File: config.mk
export PLATFORM = sky130hd
export DESIGN_NAME = isv_core
export DESIGN_NICKNAME = d
export VERILOG_FILES = /design/src/common/isv_pkg.sv /design/src/design/isv_cause_gen.sv /design/src/design/isv_core.sv
export VERILOG_INCLUDE_DIRS = /design/src /design/src/common
export SDC_FILE = /design/constraint.sdc
export NUM_CORES = 1
export LEC_CHECK = 0
export BUFFER_PORTS_ARGS = -buffer_cell sky130_fd_sc_hd__buf_4
export CELL_PAD_IN_SITES_DETAIL_PLACEMENT = 0
export CELL_PAD_IN_SITES_GLOBAL_PLACEMENT = 1
export CORE_MARGIN = 5
export CORE_UTILIZATION = 26
export DETAILED_ROUTE_END_ITERATION = 10
export GPL_TIMING_DRIVEN = 0
export PLACE_DENSITY_LB_ADDON = 0.1
export SLEW_MARGIN = 40
export SYNTH_ARGS = -nofsm -noshare
export SYNTH_HDL_FRONTEND = slang
export SYNTH_SLANG_ARGS = --single-unit
File: constraint.sdc
create_clock -name clock -period 8.4 [get_ports clock]
set_input_delay 1.26 -clock clock [delete_from_list [all_inputs] [get_ports clock]]
set_output_delay 1.26 -clock clock [all_outputs]
set_load 0.05 [all_outputs]
File: src/common/isv_consts.svh
// Purpose: Constants for interrupt state save and vector logic
// Assumes: Bit n of a 32-bit word in big-endian numbering sits at index 31-n
// Notes:   Definitions only
`ifndef ISV_CONSTS_SVH
`define ISV_CONSTS_SVH

// Special-purpose register numbers
`define ISV_SPR_NC_ADDR    10'h01A
`define ISV_SPR_NC_STATE   10'h01B
`define ISV_SPR_CAUSE      10'h3D4
`define ISV_SPR_PREFIX     10'h3D6
`define ISV_SPR_CRIT_ADDR  10'h3DE
`define ISV_SPR_CRIT_STATE 10'h3DF

// Syndrome field positions (vector index)
`define ISV_ICHECK_BIT 31
`define ISV_ILL_BIT   27
`define ISV_PRIV_BIT  26
`define ISV_TRAP_BIT  25
`define ISV_STORE_BIT 23
`define ISV_ZONE_BIT  22
`define ISV_USER_BIT  15

// Implemented syndrome bits; all others read zero
`define ISV_CAUSE_MASK 32'h8EC0_8000

// Machine-check enable inside the machine state word
`define ISV_CHECK_EN_BIT 12

// Prefix field occupies the upper half
`define ISV_PREFIX_W 16

// Instruction step for the address after a system call
`define ISV_INSTR_STEP 32'h0000_0004

// Reset values
`define ISV_RST_WORD   32'h0000_0000
`define ISV_RST_PREFIX 16'h0000

`endif

File: src/common/isv_pkg.sv
// Purpose: Types for interrupt state save and vector logic
// Assumes: Core sequencer classifies each exception before it is taken
// Notes:   SPR numbers and bit positions live in isv_consts.svh
package isv_pkg;

  // Kind of exception being taken
  typedef enum logic [3:0] {
    ISV_CRIT_INPUT   = 4'h0,
    ISV_MCHECK       = 4'h1,
    ISV_WATCHDOG     = 4'h2,
    ISV_DEBUG        = 4'h3,
    ISV_PROGRAM      = 4'h4,
    ISV_INSTR_STORE  = 4'h5,
    ISV_DATA_STORE   = 4'h6,
    ISV_DATA_TLB     = 4'h7,
    ISV_SYSTEM_CALL  = 4'h8,
    ISV_OTHER_NC     = 4'h9
  } isv_exc_e;

  // State of the main block apart from the reset release flops
  typedef struct packed {
    logic [31:0] ncAddr;
    logic [31:0] ncState;
    logic [31:0] critAddr;
    logic [31:0] critState;
    logic [15:0] prefix;
    logic [31:0] cause;
    logic [31:0] rdData;
    logic        rdHit;
    logic [31:0] handlerAddr;
    logic        handlerValid;
    logic [31:0] resumeAddr;
    logic [31:0] restoredState;
    logic        resumeValid;
  } isv_state_s;

endpackage

File: src/design/isv_cause_gen.sv
// Purpose: Next value of the exception syndrome word
// Assumes: Flags are valid in the cycle of excTake
// Notes:   Pure combinational; hardware update beats a software write
`timescale 1ns/100ps
`include "isv_consts.svh"
module isv_cause_gen (
  input  wire logic              excTake,
  input  wire isv_pkg::isv_exc_e excKind,
  input  wire logic              instrCheckEvent,
  input  wire logic              checkEnable,
  input  wire logic              illegal,
  input  wire logic              privileged,
  input  wire logic              trap,
  input  wire logic              storeOp,
  input  wire logic              zoneViol,
  input  wire logic              noExecGuard,
  input  wire logic              userProtViol,
  input  wire logic [31:0]       oldCause,
  output logic                   causeUpdate,
  output logic [31:0]            nextCause
);
  import isv_pkg::*;

  logic [31:0] own;
  logic        uses;

  // Own bits of the taken exception; others are cleared
  always_comb begin
    own  = `ISV_RST_WORD;
    uses = 1'b0;
    if (excTake) begin
      case (excKind)
        ISV_PROGRAM: begin
          uses = 1'b1;
          own[`ISV_ILL_BIT]  = illegal;
          own[`ISV_PRIV_BIT] = privileged;
          own[`ISV_TRAP_BIT] = trap;
        end
        ISV_INSTR_STORE: begin
          uses = 1'b1;
          // Fetch from non-executable or guarded space is not a zone hit
          own[`ISV_ZONE_BIT] = zoneViol & ~noExecGuard;
        end
        ISV_DATA_STORE, ISV_DATA_TLB: begin
          uses = 1'b1;
          own[`ISV_STORE_BIT] = storeOp;
          own[`ISV_ZONE_BIT]  = zoneViol & (excKind == ISV_DATA_STORE);
          own[`ISV_USER_BIT]  = userProtViol & (excKind == ISV_DATA_STORE);
        end
        ISV_MCHECK: uses = instrCheckEvent;
        default: uses = 1'b0;
      endcase
    end
    // Instruction machine check always records, enabled or not
    own[`ISV_ICHECK_BIT] = instrCheckEvent;
    causeUpdate = uses | instrCheckEvent;
    // A pending record survives while machine checks are masked
    if (!checkEnable && oldCause[`ISV_ICHECK_BIT]) begin
      own[`ISV_ICHECK_BIT] = 1'b1;
    end
    nextCause = own & `ISV_CAUSE_MASK;
  end

endmodule

File: src/design/isv_core.sv
// Purpose: Interrupt return state save, restore and handler vector forming
// Assumes: Core sequencer gives one-cycle pulses for take, return and SPR access
// Notes:   SPR reads answer one cycle later from flip-flops
//
// How it works
// - Noncritical take saves interrupted address with bits 30:31 zero.
// - Noncritical take copies whole machine state into noncritical saved state.
// - Noncritical return resumes at saved address and restores all state bits.
// - System call saves address of the following instruction.
// - Noncritical address and state registers are SPRs 0x01A and 0x01B.
// - Critical input, machine check, watchdog, debug use the critical pair.
// - Critical take saves interrupted address with bits 30:31 zero.
// - Critical take copies whole machine state into critical saved state.
// - Critical return resumes at critical address and restores all bits.
// - Watchdog saves address of the next sequential instruction.
// - Critical address and state registers are SPRs 0x3DE and 0x3DF.
// - Handler address is prefix upper 16 bits above the 16-bit offset.
// - Prefix register is SPR 0x3D6, prefix bits 0:15, rest reserved.
// - Syndrome records only program, instruction check, storage and TLB causes.
// - Instruction machine check sets syndrome bit 0.
// - Program exception sets bit 4 illegal, 5 privileged, 6 trap.
// - Store-type access causing storage or TLB fault sets bit 8.
// - Zone violation on instruction or data storage fault sets bit 9, not on TLB fault or non-executable or guarded fetch.
// - User-defined protection violation on data storage sets bit 16.
// - Syndrome-recording exception sets own bit, clears others; check bit kept while masked.
// - Syndrome register is SPR 0x3D4.
`timescale 1ns/100ps
`include "isv_consts.svh"
module isv_core (
  input  wire logic              clock,
  input  wire logic              rst_b,
  input  wire logic              sprWrite,
  input  wire logic              sprRead,
  input  wire logic [9:0]        sprNum,
  input  wire logic [31:0]       sprWrData,
  output logic [31:0]            sprRdData,
  output logic                   sprHit,
  input  wire logic              excTake,
  input  wire isv_pkg::isv_exc_e excKind,
  input  wire logic [31:0]       excAddr,
  input  wire logic [15:0]       excOffset,
  input  wire logic [31:0]       machineState,
  input  wire logic              instrCheckEvent,
  input  wire logic              illegal,
  input  wire logic              privileged,
  input  wire logic              trap,
  input  wire logic              storeOp,
  input  wire logic              zoneViol,
  input  wire logic              noExecGuard,
  input  wire logic              userProtViol,
  input  wire logic              returnNc,
  input  wire logic              returnCrit,
  output logic [31:0]            handlerAddr,
  output logic                   handlerValid,
  output logic [31:0]            resumeAddr,
  output logic [31:0]            restoredState,
  output logic                   resumeValid
);
  import isv_pkg::*;

  ////////////////////////////////////////////////////////////////////////////
  // Reset release

  logic [1:0] rstPipe;
  logic       rstSync_b;

  // Assert at once, release after two edges to avoid a ragged exit
  always_ff @(posedge clock or negedge rst_b) begin
    if (!rst_b) begin
      rstPipe <= 2'b00;
    end else begin
      rstPipe <= {rstPipe[0], 1'b1};
    end
  end

  assign rstSync_b = rstPipe[1];

  ////////////////////////////////////////////////////////////////////////////
  // Decoding helpers

  // Critical kinds use the second save pair
  function automatic logic isCritical(input isv_exc_e kind);
    case (kind)
      ISV_CRIT_INPUT, ISV_MCHECK, ISV_WATCHDOG, ISV_DEBUG: isCritical = 1'b1;
      default: isCritical = 1'b0;
    endcase
  endfunction

  // True when the SPR number names a register of this block
  function automatic logic sprMapped(input logic [9:0] num);
    case (num)
      `ISV_SPR_NC_ADDR, `ISV_SPR_NC_STATE, `ISV_SPR_CAUSE,
      `ISV_SPR_PREFIX, `ISV_SPR_CRIT_ADDR, `ISV_SPR_CRIT_STATE: sprMapped = 1'b1;
      default: sprMapped = 1'b0;
    endcase
  endfunction

  ////////////////////////////////////////////////////////////////////////////
  // Syndrome next value

  isv_state_s  st;
  isv_state_s  next_st;
  logic        causeUpdate;
  logic [31:0] hwCause;
  logic        takeCrit;
  logic        takeNc;
  logic [31:0] saveAddr;

  isv_cause_gen u_cause (
    .excTake      (excTake),
    .excKind      (excKind),
    .instrCheckEvent (instrCheckEvent),
    .checkEnable  (machineState[`ISV_CHECK_EN_BIT]),
    .illegal      (illegal),
    .privileged   (privileged),
    .trap         (trap),
    .storeOp      (storeOp),
    .zoneViol     (zoneViol),
    .noExecGuard  (noExecGuard),
    .userProtViol (userProtViol),
    .oldCause     (st.cause),
    .causeUpdate  (causeUpdate),
    .nextCause    (hwCause)
  );

  // Route and return address of the taken exception
  assign takeCrit = excTake & isCritical(excKind);
  assign takeNc   = excTake & ~isCritical(excKind);
  // Only a system call steps past itself; async kinds already give the next one
  assign saveAddr = (excKind == ISV_SYSTEM_CALL) ? excAddr + `ISV_INSTR_STEP : excAddr;

  ////////////////////////////////////////////////////////////////////////////
  // Next state

  // Software writes first, hardware events override in the same cycle
  always_comb begin
    next_st              = st;
    next_st.handlerValid = 1'b0;
    next_st.resumeValid  = 1'b0;
    next_st.rdHit        = 1'b0;
    // Writes through move-to-SPR
    if (sprWrite) begin
      case (sprNum)
        `ISV_SPR_NC_ADDR:    next_st.ncAddr    = {sprWrData[31:2], 2'b00};
        `ISV_SPR_NC_STATE:   next_st.ncState   = sprWrData;
        `ISV_SPR_CRIT_ADDR:  next_st.critAddr  = {sprWrData[31:2], 2'b00};
        `ISV_SPR_CRIT_STATE: next_st.critState = sprWrData;
        `ISV_SPR_PREFIX:     next_st.prefix    = sprWrData[31:16];
        `ISV_SPR_CAUSE:      next_st.cause     = sprWrData & `ISV_CAUSE_MASK;
        default: next_st.rdHit = 1'b0;
      endcase
    end
    // Reads through move-from-SPR; reserved halves read zero
    if (sprRead) begin
      next_st.rdHit = sprMapped(sprNum);
      case (sprNum)
        `ISV_SPR_NC_ADDR:    next_st.rdData = st.ncAddr;
        `ISV_SPR_NC_STATE:   next_st.rdData = st.ncState;
        `ISV_SPR_CRIT_ADDR:  next_st.rdData = st.critAddr;
        `ISV_SPR_CRIT_STATE: next_st.rdData = st.critState;
        `ISV_SPR_PREFIX:     next_st.rdData = {st.prefix, 16'h0000};
        `ISV_SPR_CAUSE:      next_st.rdData = st.cause;
        default:             next_st.rdData = `ISV_RST_WORD;
      endcase
    end
    // A hardware event in the cycle of a write keeps the event
    if (causeUpdate) begin
      next_st.cause = hwCause;
    end
    if (takeNc) begin
      next_st.ncAddr  = {saveAddr[31:2], 2'b00};
      next_st.ncState = machineState;
    end
    if (takeCrit) begin
      next_st.critAddr  = {saveAddr[31:2], 2'b00};
      next_st.critState = machineState;
    end
    // Handler address from prefix and offset
    if (excTake) begin
      next_st.handlerAddr  = {st.prefix, excOffset};
      next_st.handlerValid = 1'b1;
    end else if (returnNc) begin
      next_st.resumeAddr    = st.ncAddr;
      next_st.restoredState = st.ncState;
      next_st.resumeValid   = 1'b1;
    end else if (returnCrit) begin
      next_st.resumeAddr    = st.critAddr;
      next_st.restoredState = st.critState;
      next_st.resumeValid   = 1'b1;
    end
  end

  ////////////////////////////////////////////////////////////////////////////
  // State register

  // Saved words clear at reset; software sets them up before use
  always_ff @(posedge clock or negedge rstSync_b) begin
    if (!rstSync_b) begin
      st.ncAddr        <= `ISV_RST_WORD;
      st.ncState       <= `ISV_RST_WORD;
      st.critAddr      <= `ISV_RST_WORD;
      st.critState     <= `ISV_RST_WORD;
      st.prefix        <= `ISV_RST_PREFIX;
      st.cause         <= `ISV_RST_WORD;
      st.rdData        <= `ISV_RST_WORD;
      st.rdHit         <= 1'b0;
      st.handlerAddr   <= `ISV_RST_WORD;
      st.handlerValid  <= 1'b0;
      st.resumeAddr    <= `ISV_RST_WORD;
      st.restoredState <= `ISV_RST_WORD;
      st.resumeValid   <= 1'b0;
    end else begin
      st <= next_st;
    end
  end

  // Outputs straight from flip-flops
  assign sprRdData     = st.rdData;
  assign sprHit        = st.rdHit;
  assign handlerAddr   = st.handlerAddr;
  assign handlerValid  = st.handlerValid;
  assign resumeAddr    = st.resumeAddr;
  assign restoredState = st.restoredState;
  assign resumeValid   = st.resumeValid;
endmodule

==> results.md, run 1 <==
- Synthesized instance count: ~1,500
- Routed via count: 12,800
- Overall die height: around 250 microns
- RR Endpoint: st[194]
- Status: completed
- CTS sink cnt: around 280
- Hold Vio Cnt, Final: 0
- Worst-Margin Slew: between 0.9 and 1 ns
- Peak VDD IR: between 100 and 150 uV
- Max Cap Viol: 0
- Worst-path fanout max: 10
- Final worst slack: approximately 5 ns
- Yosys warns: 0
- Clk_skew: around 0.041 ns
- R2R depth: 3
- CTS Buffer Depth: 3
- Initial Util: 0.261
- Initial antenna violation count: 4
- Setup TNS: 0 ns
- First-pass GRT wire length: between 90 and 100 mm
- Power consumption: roughly 4300 uW
- Setup crit end: restoredState[22]
- DRC violations left: 0
- Clock input transition at the sequential cells of the worst setup and hold paths: around 0.060 ns
- Final Non-Filler Cells: ~2,600
- Final #Nets: roughly 2,000
- Placed Instances: around 2,600
- Met1 usage: 0.286
- Routed Antenna Nets: 0
- EDFF count, synth: 0
- Global-route track usage on met2: 0.337
- Clk root buf: clkbuf_16
- Seq cells post-synth: 278
- Post-CTS setup buffers: 0
- Die area: just over 0.06 sq mm
- RR Startpoint: rstPipe[1]
- Dpl ws: roughly 4.4 ns
- CTS tree: yes
- Most frequent cells in the layout: 392 x buf_4, 277 x dfrtp_1, 223 x nand2_1, 123 x o21ai_0, 118 x mux2i_1
- Vias in the first global route: between 10,000 and 15,000
- Final setup vio count: 0
- Pwr dens: 226 mW/mm^2
- H-tree levels: 2
- Slew Limit Fails: 0
- Drt wl/cell: between 20 and 25 microns
- Predominant post-synthesis flop cell: dfrtp_1
- Worst Hold Class: reg2async
- Die Width: around 250 microns
- Fraction of registers with async set or reset after synthesis: 1.00
- Pre-antenna DRT Iters: 5
- GR Overflow Total: 0
- Routing usage on met3: 0.0327
- R2R setup slack: 6.94 ns
- Fin crit period: approximately 3.4 ns
- Crit Path Category: in2reg
- Post-Syn Area: about 0.015 sq mm
- Iteration-0 DRC Markers: ~760
- Setup crit end kind: flop
- CP arrival: about 3.9 ns
- Maximum clock frequency: just under 300 MHz
- Hold_buf cts: 0
- Site row count: 87
- Setup repair after global routing missed its margin: no
- Leak: about 0.009 uW
- Final core occ: 0.343
- Via density: between 4 and 5
- Tcrit/Tclk final: 0.404
- Crit path from: excTake
- Skew-Pair Late Insertion Delay: between 0.5 and 0.6 ns
- Resize count post-CTS: 0
- CTS Buf Count: 37
- Max_slew headroom: 0.369
- Port Buf Inserts: about 260
- Top Ports: between 200 and 300
- Drt total wl: between 60 and 70 mm
- Gr busiest metal: met2
- Share of cells above drive strength 1: 0.306
- Commonest non-fill, non-tap cell in the layout: buf_4
- Biggest area consumer among synthesized cells: dfrtp_1
- Post-synthesis sequential area ratio: 0.475
- Total global-route track usage: 0.207
- Yosys cell types: 58
- GP Congestion: 0.819
- Crit path required time: 8.85 ns
- Core area: ~0.056 sq mm
- Largest net degree at the start of global routing: 41
- P&R area growth vs syn: 31.2%
- Startpoint class of the critical path: input port
- Main area contributors after synthesis: dfrtp_1 47%, mux2i_1 8.1%, buf_4 6.6%, nand2_1 5.7%, mux2_2 4.9%
- Mapped Avg Cell Area: 9.61 sq um
- Post-detailed-placement half-perimeter wirelength: just under 50 mm
- Share of the synthesized area in the top cell type: 0.475
## cell usage after synthesis, types with 14 or more instances
master and count:
a211oi_1 14, a21oi_1 49, a22oi_1 65, a31oi_1 38, buf_4 129, clkbuf_1 89
dfrtp_1 278, inv_1 39, mux2_2 64, mux2i_1 118, nand2_1 223, nand3_1 19
nor2_1 73, o21ai_0 123, o22ai_1 49, xor2_1 22
## area by class of cell
type	instances	area (sq um)
well taps	756	946
plain buffers	237	1430
flip-flops and latches	278	6960
clock inverters	15	329
fillers	5866	36800
inverters	39	146
repair buffers	275	2150
multi-input cells	971	6170
clock buffers	50	1080
diodes	3	7.51
## worst min-delay path by stage
stage / depth (start not counted) / slack, ns / end / start
floorplan: 0 / 0.33 / rstPipe[1] / rstPipe[0]
global placement: 0 / 0.34 / rstPipe[1] / rstPipe[0]
detailed placement: 0 / 0.33 / handlerAddr[24] / rstPipe[1]
CTS: 0 / 0.34 / sprRdData[27] / rstPipe[1]
global route: 0 / 0.36 / rstPipe[1] / rstPipe[0]
finish: 0 / 0.32 / handlerAddr[24] / rstPipe[1]
## metal layers
layer	routed length [microns]	vias up
met3	3340	87
met4	1670	4
met2	31000	360
li1	-	5877
met5	24	-
met1	29000	6488
## through the flow
stage / cell area (sq um) / hold WS, ns
finish: 19200 / 0.318
global route: 19200 / 0.360
CTS: 19200 / 0.341
detailed placement: 17800 / 0.334
global placement: 17600 / 0.336
floorplan: 14700 / 0.331
## report_power, final
group / switching [uW] / internal [uW] / total (uW)
clock: 643 / 1200 / 1850
sequential: 122 / 1490 / 1610
combinational: 542 / 337 / 878
total: 1310 / 3030 / 4340
## worst max-delay path: stages
cell and delay [ns]:
buf_4 0.11, clkbuf_2 0.41, buf_1 0.59, or2_2 0.22, clkbuf_2 0.37, clkbuf_1 0.65, nand2_1 0.11, o21ai_0 0.09
## registers in the layout, summed over array words and instances (netlist names)
name / cells
resumeAddr: 30
handlerAddr: 32
rstPipe: 2
sprHit: 1
resumeValid: 1
sprRdData: 32
handlerValid: 1
restoredState: 32
st: 147
## logic make-up after synthesis
group | Yosys count | share of synthesized area
compound gates | 371 | 0.153
xor+xnor | 27 | 0.0161
fa+ha+maj | 1 | 0.000854
buf+inv | 276 | 0.106
flops | 278 | 0.475
mux | 182 | 0.130
other cells | 2 | 0.000513
simple gates | 387 | 0.118
(Power assumes the default switching activity.)
==> run 2, diff against run 1 <==
- ABC_AREA: not set -> 1
- clock period: 8.4 -> 3.1 ns (I/O delays scaled with it)
==> results.md, run 2 <==
- Resize count post-CTS: 0
- CTS Buffer Depth: 3
- GP Congestion: just over 0.9
- Initial antenna violation count: 1
- Startpoint class of the critical path: input port
- Predominant post-synthesis flop cell: dfrtp_1
- H-tree levels: 2
- Site row count: a little under 90
- Share of the synthesized area in the top cell type: 0.452
- Largest register FFs: roughly 150
- Synth Area in Compound Gates: 0.150
- Multiplexer share of the synthesized area: 0.00439
- Commonest non-fill, non-tap cell in the layout: buf_4
- Top Ports: approximately 270
- Clk root buf: clkbuf_16
- Worst-Margin Slew: just under 0.9 ns
- Max_slew headroom: 0.407
- Post-detailed-placement half-perimeter wirelength: 58.6 mm
- Yosys cell types: 44
- Tcrit/Tclk final: 0.920
- Max Cap Viol: 0
- Share of cells above drive strength 1: 0.228
- Peak VDD IR: about 270 uV
- Drt wl/cell: 23.3 microns
- Fin crit period: 2.85 ns
- Setup crit end kind: flop
- Worst-path fanout max: 10
- Post-Synth XOR/XNOR Area: 0.00569
- Smallest hold slack: about 0.10 ns
- Biggest area consumer among synthesized cells: dfrtp_1
- Top post-synthesis cells by count: 364 x nand2_1, 309 x nor2_1, 278 x dfrtp_1
- Slowest-stage cell, CP: clkbuf_1
- Seq cells post-synth: 278
- Largest net degree at the start of global routing: 40
- Routed Antenna Nets: 0
- Post-Syn Area: 0.0154 sq mm
- Post-CTS setup buffers: 0
- Setup repair after global routing missed its margin: no
- Clk_skew: 0.0310 ns
- Final worst slack: roughly 0.25 ns
- Multi-input gate area: between 0.006 and 0.007 sq mm
- Synthesized instance count: 2,024
- EDFF count, synth: 0
- Final #Nets: 2,481
- Via density: 4.80
- Mapped Avg Cell Area: 7.60 sq um
- Hold Vio Cnt, Final: 0
- Most flops, register: st
- Die Width: 253 microns
- CP arrival: 3.25 ns
- Final core occ: 0.334
- Fillcell total: 6,466
- Sequential Area: around 0.0070 sq mm
- Pwr dens: 562 mW/mm^2
- Most numerous cell in the Yosys netlist: nand2_1
- Adder-cell share of the synthesized area: 0.000813
- Routed via count: 15,100
- CTS tree: yes
- P&R area growth vs syn: 27.8%
- Core area: between 0.05 and 0.06 sq mm
- Maximum clock frequency: around 350 MHz
- DRC violations left: 0
- Final setup vio count: 0
- CTS Buf Count: 36
- GR Overflow Total: 0
- Dpl ws: 0.315 ns
- Iteration-0 DRC Markers: between 1,000 and 1,500
- Status: completed
- Power consumption: between 10,000 and 15,000 uW
- Initial Util: 0.262
- Max stage delay on crit path: 0.63 ns
- Port Buf Inserts: ~270
- Slew Limit Fails: 0
- Yosys warns: 0
- Skew-Pair Late Insertion Delay: 0.56 ns
- Vias in the first global route: 14,900
- Main area contributors after synthesis: dfrtp_1 45%, nand2_1 8.9%, nor2_1 7.5%, buf_4 6.7%, inv_1 5.4%
- Die area: ~0.064 sq mm
- Post-synthesis sequential area ratio: 0.452
- Clock input transition at the sequential cells of the worst setup and hold paths: 0.06 ns
- CP cell instances: dlygate4sd3_1, buf_4, buf_2, inv_4, nor2_4, inv_2, clkbuf_1, nor2_1, o21ai_0, o21ai_0
- Fraction of registers with async set or reset after synthesis: 1.00
- Most frequent cells in the layout: 403 x buf_4, 364 x nand2_1, 308 x nor2_1, 277 x dfrtp_1, 223 x inv_1
- Pre-antenna DRT Iters: 7
- Drt total wl: about 73 mm
- Most used cell, CP: o21ai_0
- Crit path required time: 3.49 ns
- Largest family of logic cells by synthesized area: simple AND/OR/NAND/NOR gates
- Cell Area, Placed: 0.0185 sq mm
- Synth Area in Simple Gates: 0.235
- Leak: between 0.009 and 0.01 uW
- Worst Hold Class: in2reg
- Total global-route track usage: 0.223
- Overall die height: approximately 250 microns
- Crit Path Category: in2reg
- CTS sink cnt: between 200 and 300
- Hold_buf cts: 2
- Post-Layout Inst Area: just under 0.02 sq mm
- First-pass GRT wire length: between 100 and 150 mm
run 2: cell types whose count changed in the layout (fill, tap and decap cells not counted), moves of 30 or more:
| cell | change |
|---|---|
| nand3_1 | +69 |
| nor3_1 | +30 |
| nand2_1 | +141 |
| o221ai_1 | +34 |
| mux2_2 | -58 |
| mux2i_1 | -118 |
| a21oi_1 | +114 |
| nor2_1 | +235 |
| inv_1 | +184 |
| a22oi_1 | -57 |
run 2: final timing paths:
kind	from	to	slack (ns)	depth (start not counted)
max reg2reg	rstPipe[1]	handlerAddr[11]	1.55	4
max in group asynchronous	rstPipe[1]	handlerAddr[11]	1.55	4
min reg2reg	rstPipe[1]	resumeAddr[5]	0.25	0
min in group asynchronous	rst_b	rstPipe[1]	0.23	2
max	excTake	st[273]	0.25	10
min	excOffset[11]	handlerAddr[11]	0.10	3
run 2: critical path: cells and delay by family:
kind                   cells  cell delay, ns
and+or+nand+nor            2            0.18
AOI/OAI and AO/OA          2            0.55
buffers and inverters      6            2.02
run 2: layout make-up:
cell class | instances | share of cell area
clock buffers | 54 | 0.0544
inverters | 235 | 0.0450
flip-flops and latches | 278 | 0.354
plain buffers | 235 | 0.0740
diodes | 2 | 0.000255
multi-input cells | 1277 | 0.310
repair buffers | 276 | 0.111
clock inverters | 6 | 0.00210
well taps | 773 | 0.0492
run 2: cell families (layout without fill, tap and decap cells):
| group | after synthesis | after routing |
|---|---|---|
| multiplexers | 6 | 6 |
| buffers and inverters | 470 | 806 |
| other | 2 | 5 |
| AO/OA/AOI/OAI | 399 | 399 |
| flip-flops | 278 | 278 |
| adder cells (fa/ha/maj) | 1 | 1 |
| AND/OR/NAND/NOR | 858 | 858 |
| XOR/XNOR | 10 | 10 |
run 2: where the power goes:
part	internal, uW	leakage (uW)	switching (uW)	total [uW]
clock	2380	0.000549	1700	4080
combinational	882	0.00573	1780	2660
sequential	4040	0.00347	264	4310
total	7300	0.00974	3750	11000
run 2: per-stage QoR:
| step | cells | TNS, ns |
|---|---|---|
| final | 3136 | 0 |
| after CTS | 3134 | 0 |
| after detailed placement | 3072 | 0 |
| after floorplan | 2025 | 0 |
| after global placement | 3063 | -303.18 |
| after global routing | 3134 | 0 |
run 2: metal layers:
layer | share of wire | routed length [microns] | up-vias | global-route usage
li1 | - | - | 7095 | -
met1 | 0.47 | 34700 | 7347 | 0.334
met2 | 0.45 | 33000 | 550 | 0.348
met3 | 0.061 | 4430 | 75 | 0.0313
met4 | 0.014 | 1050 | 0 | 0.0378
met5 | 0 | 0 | - | 0
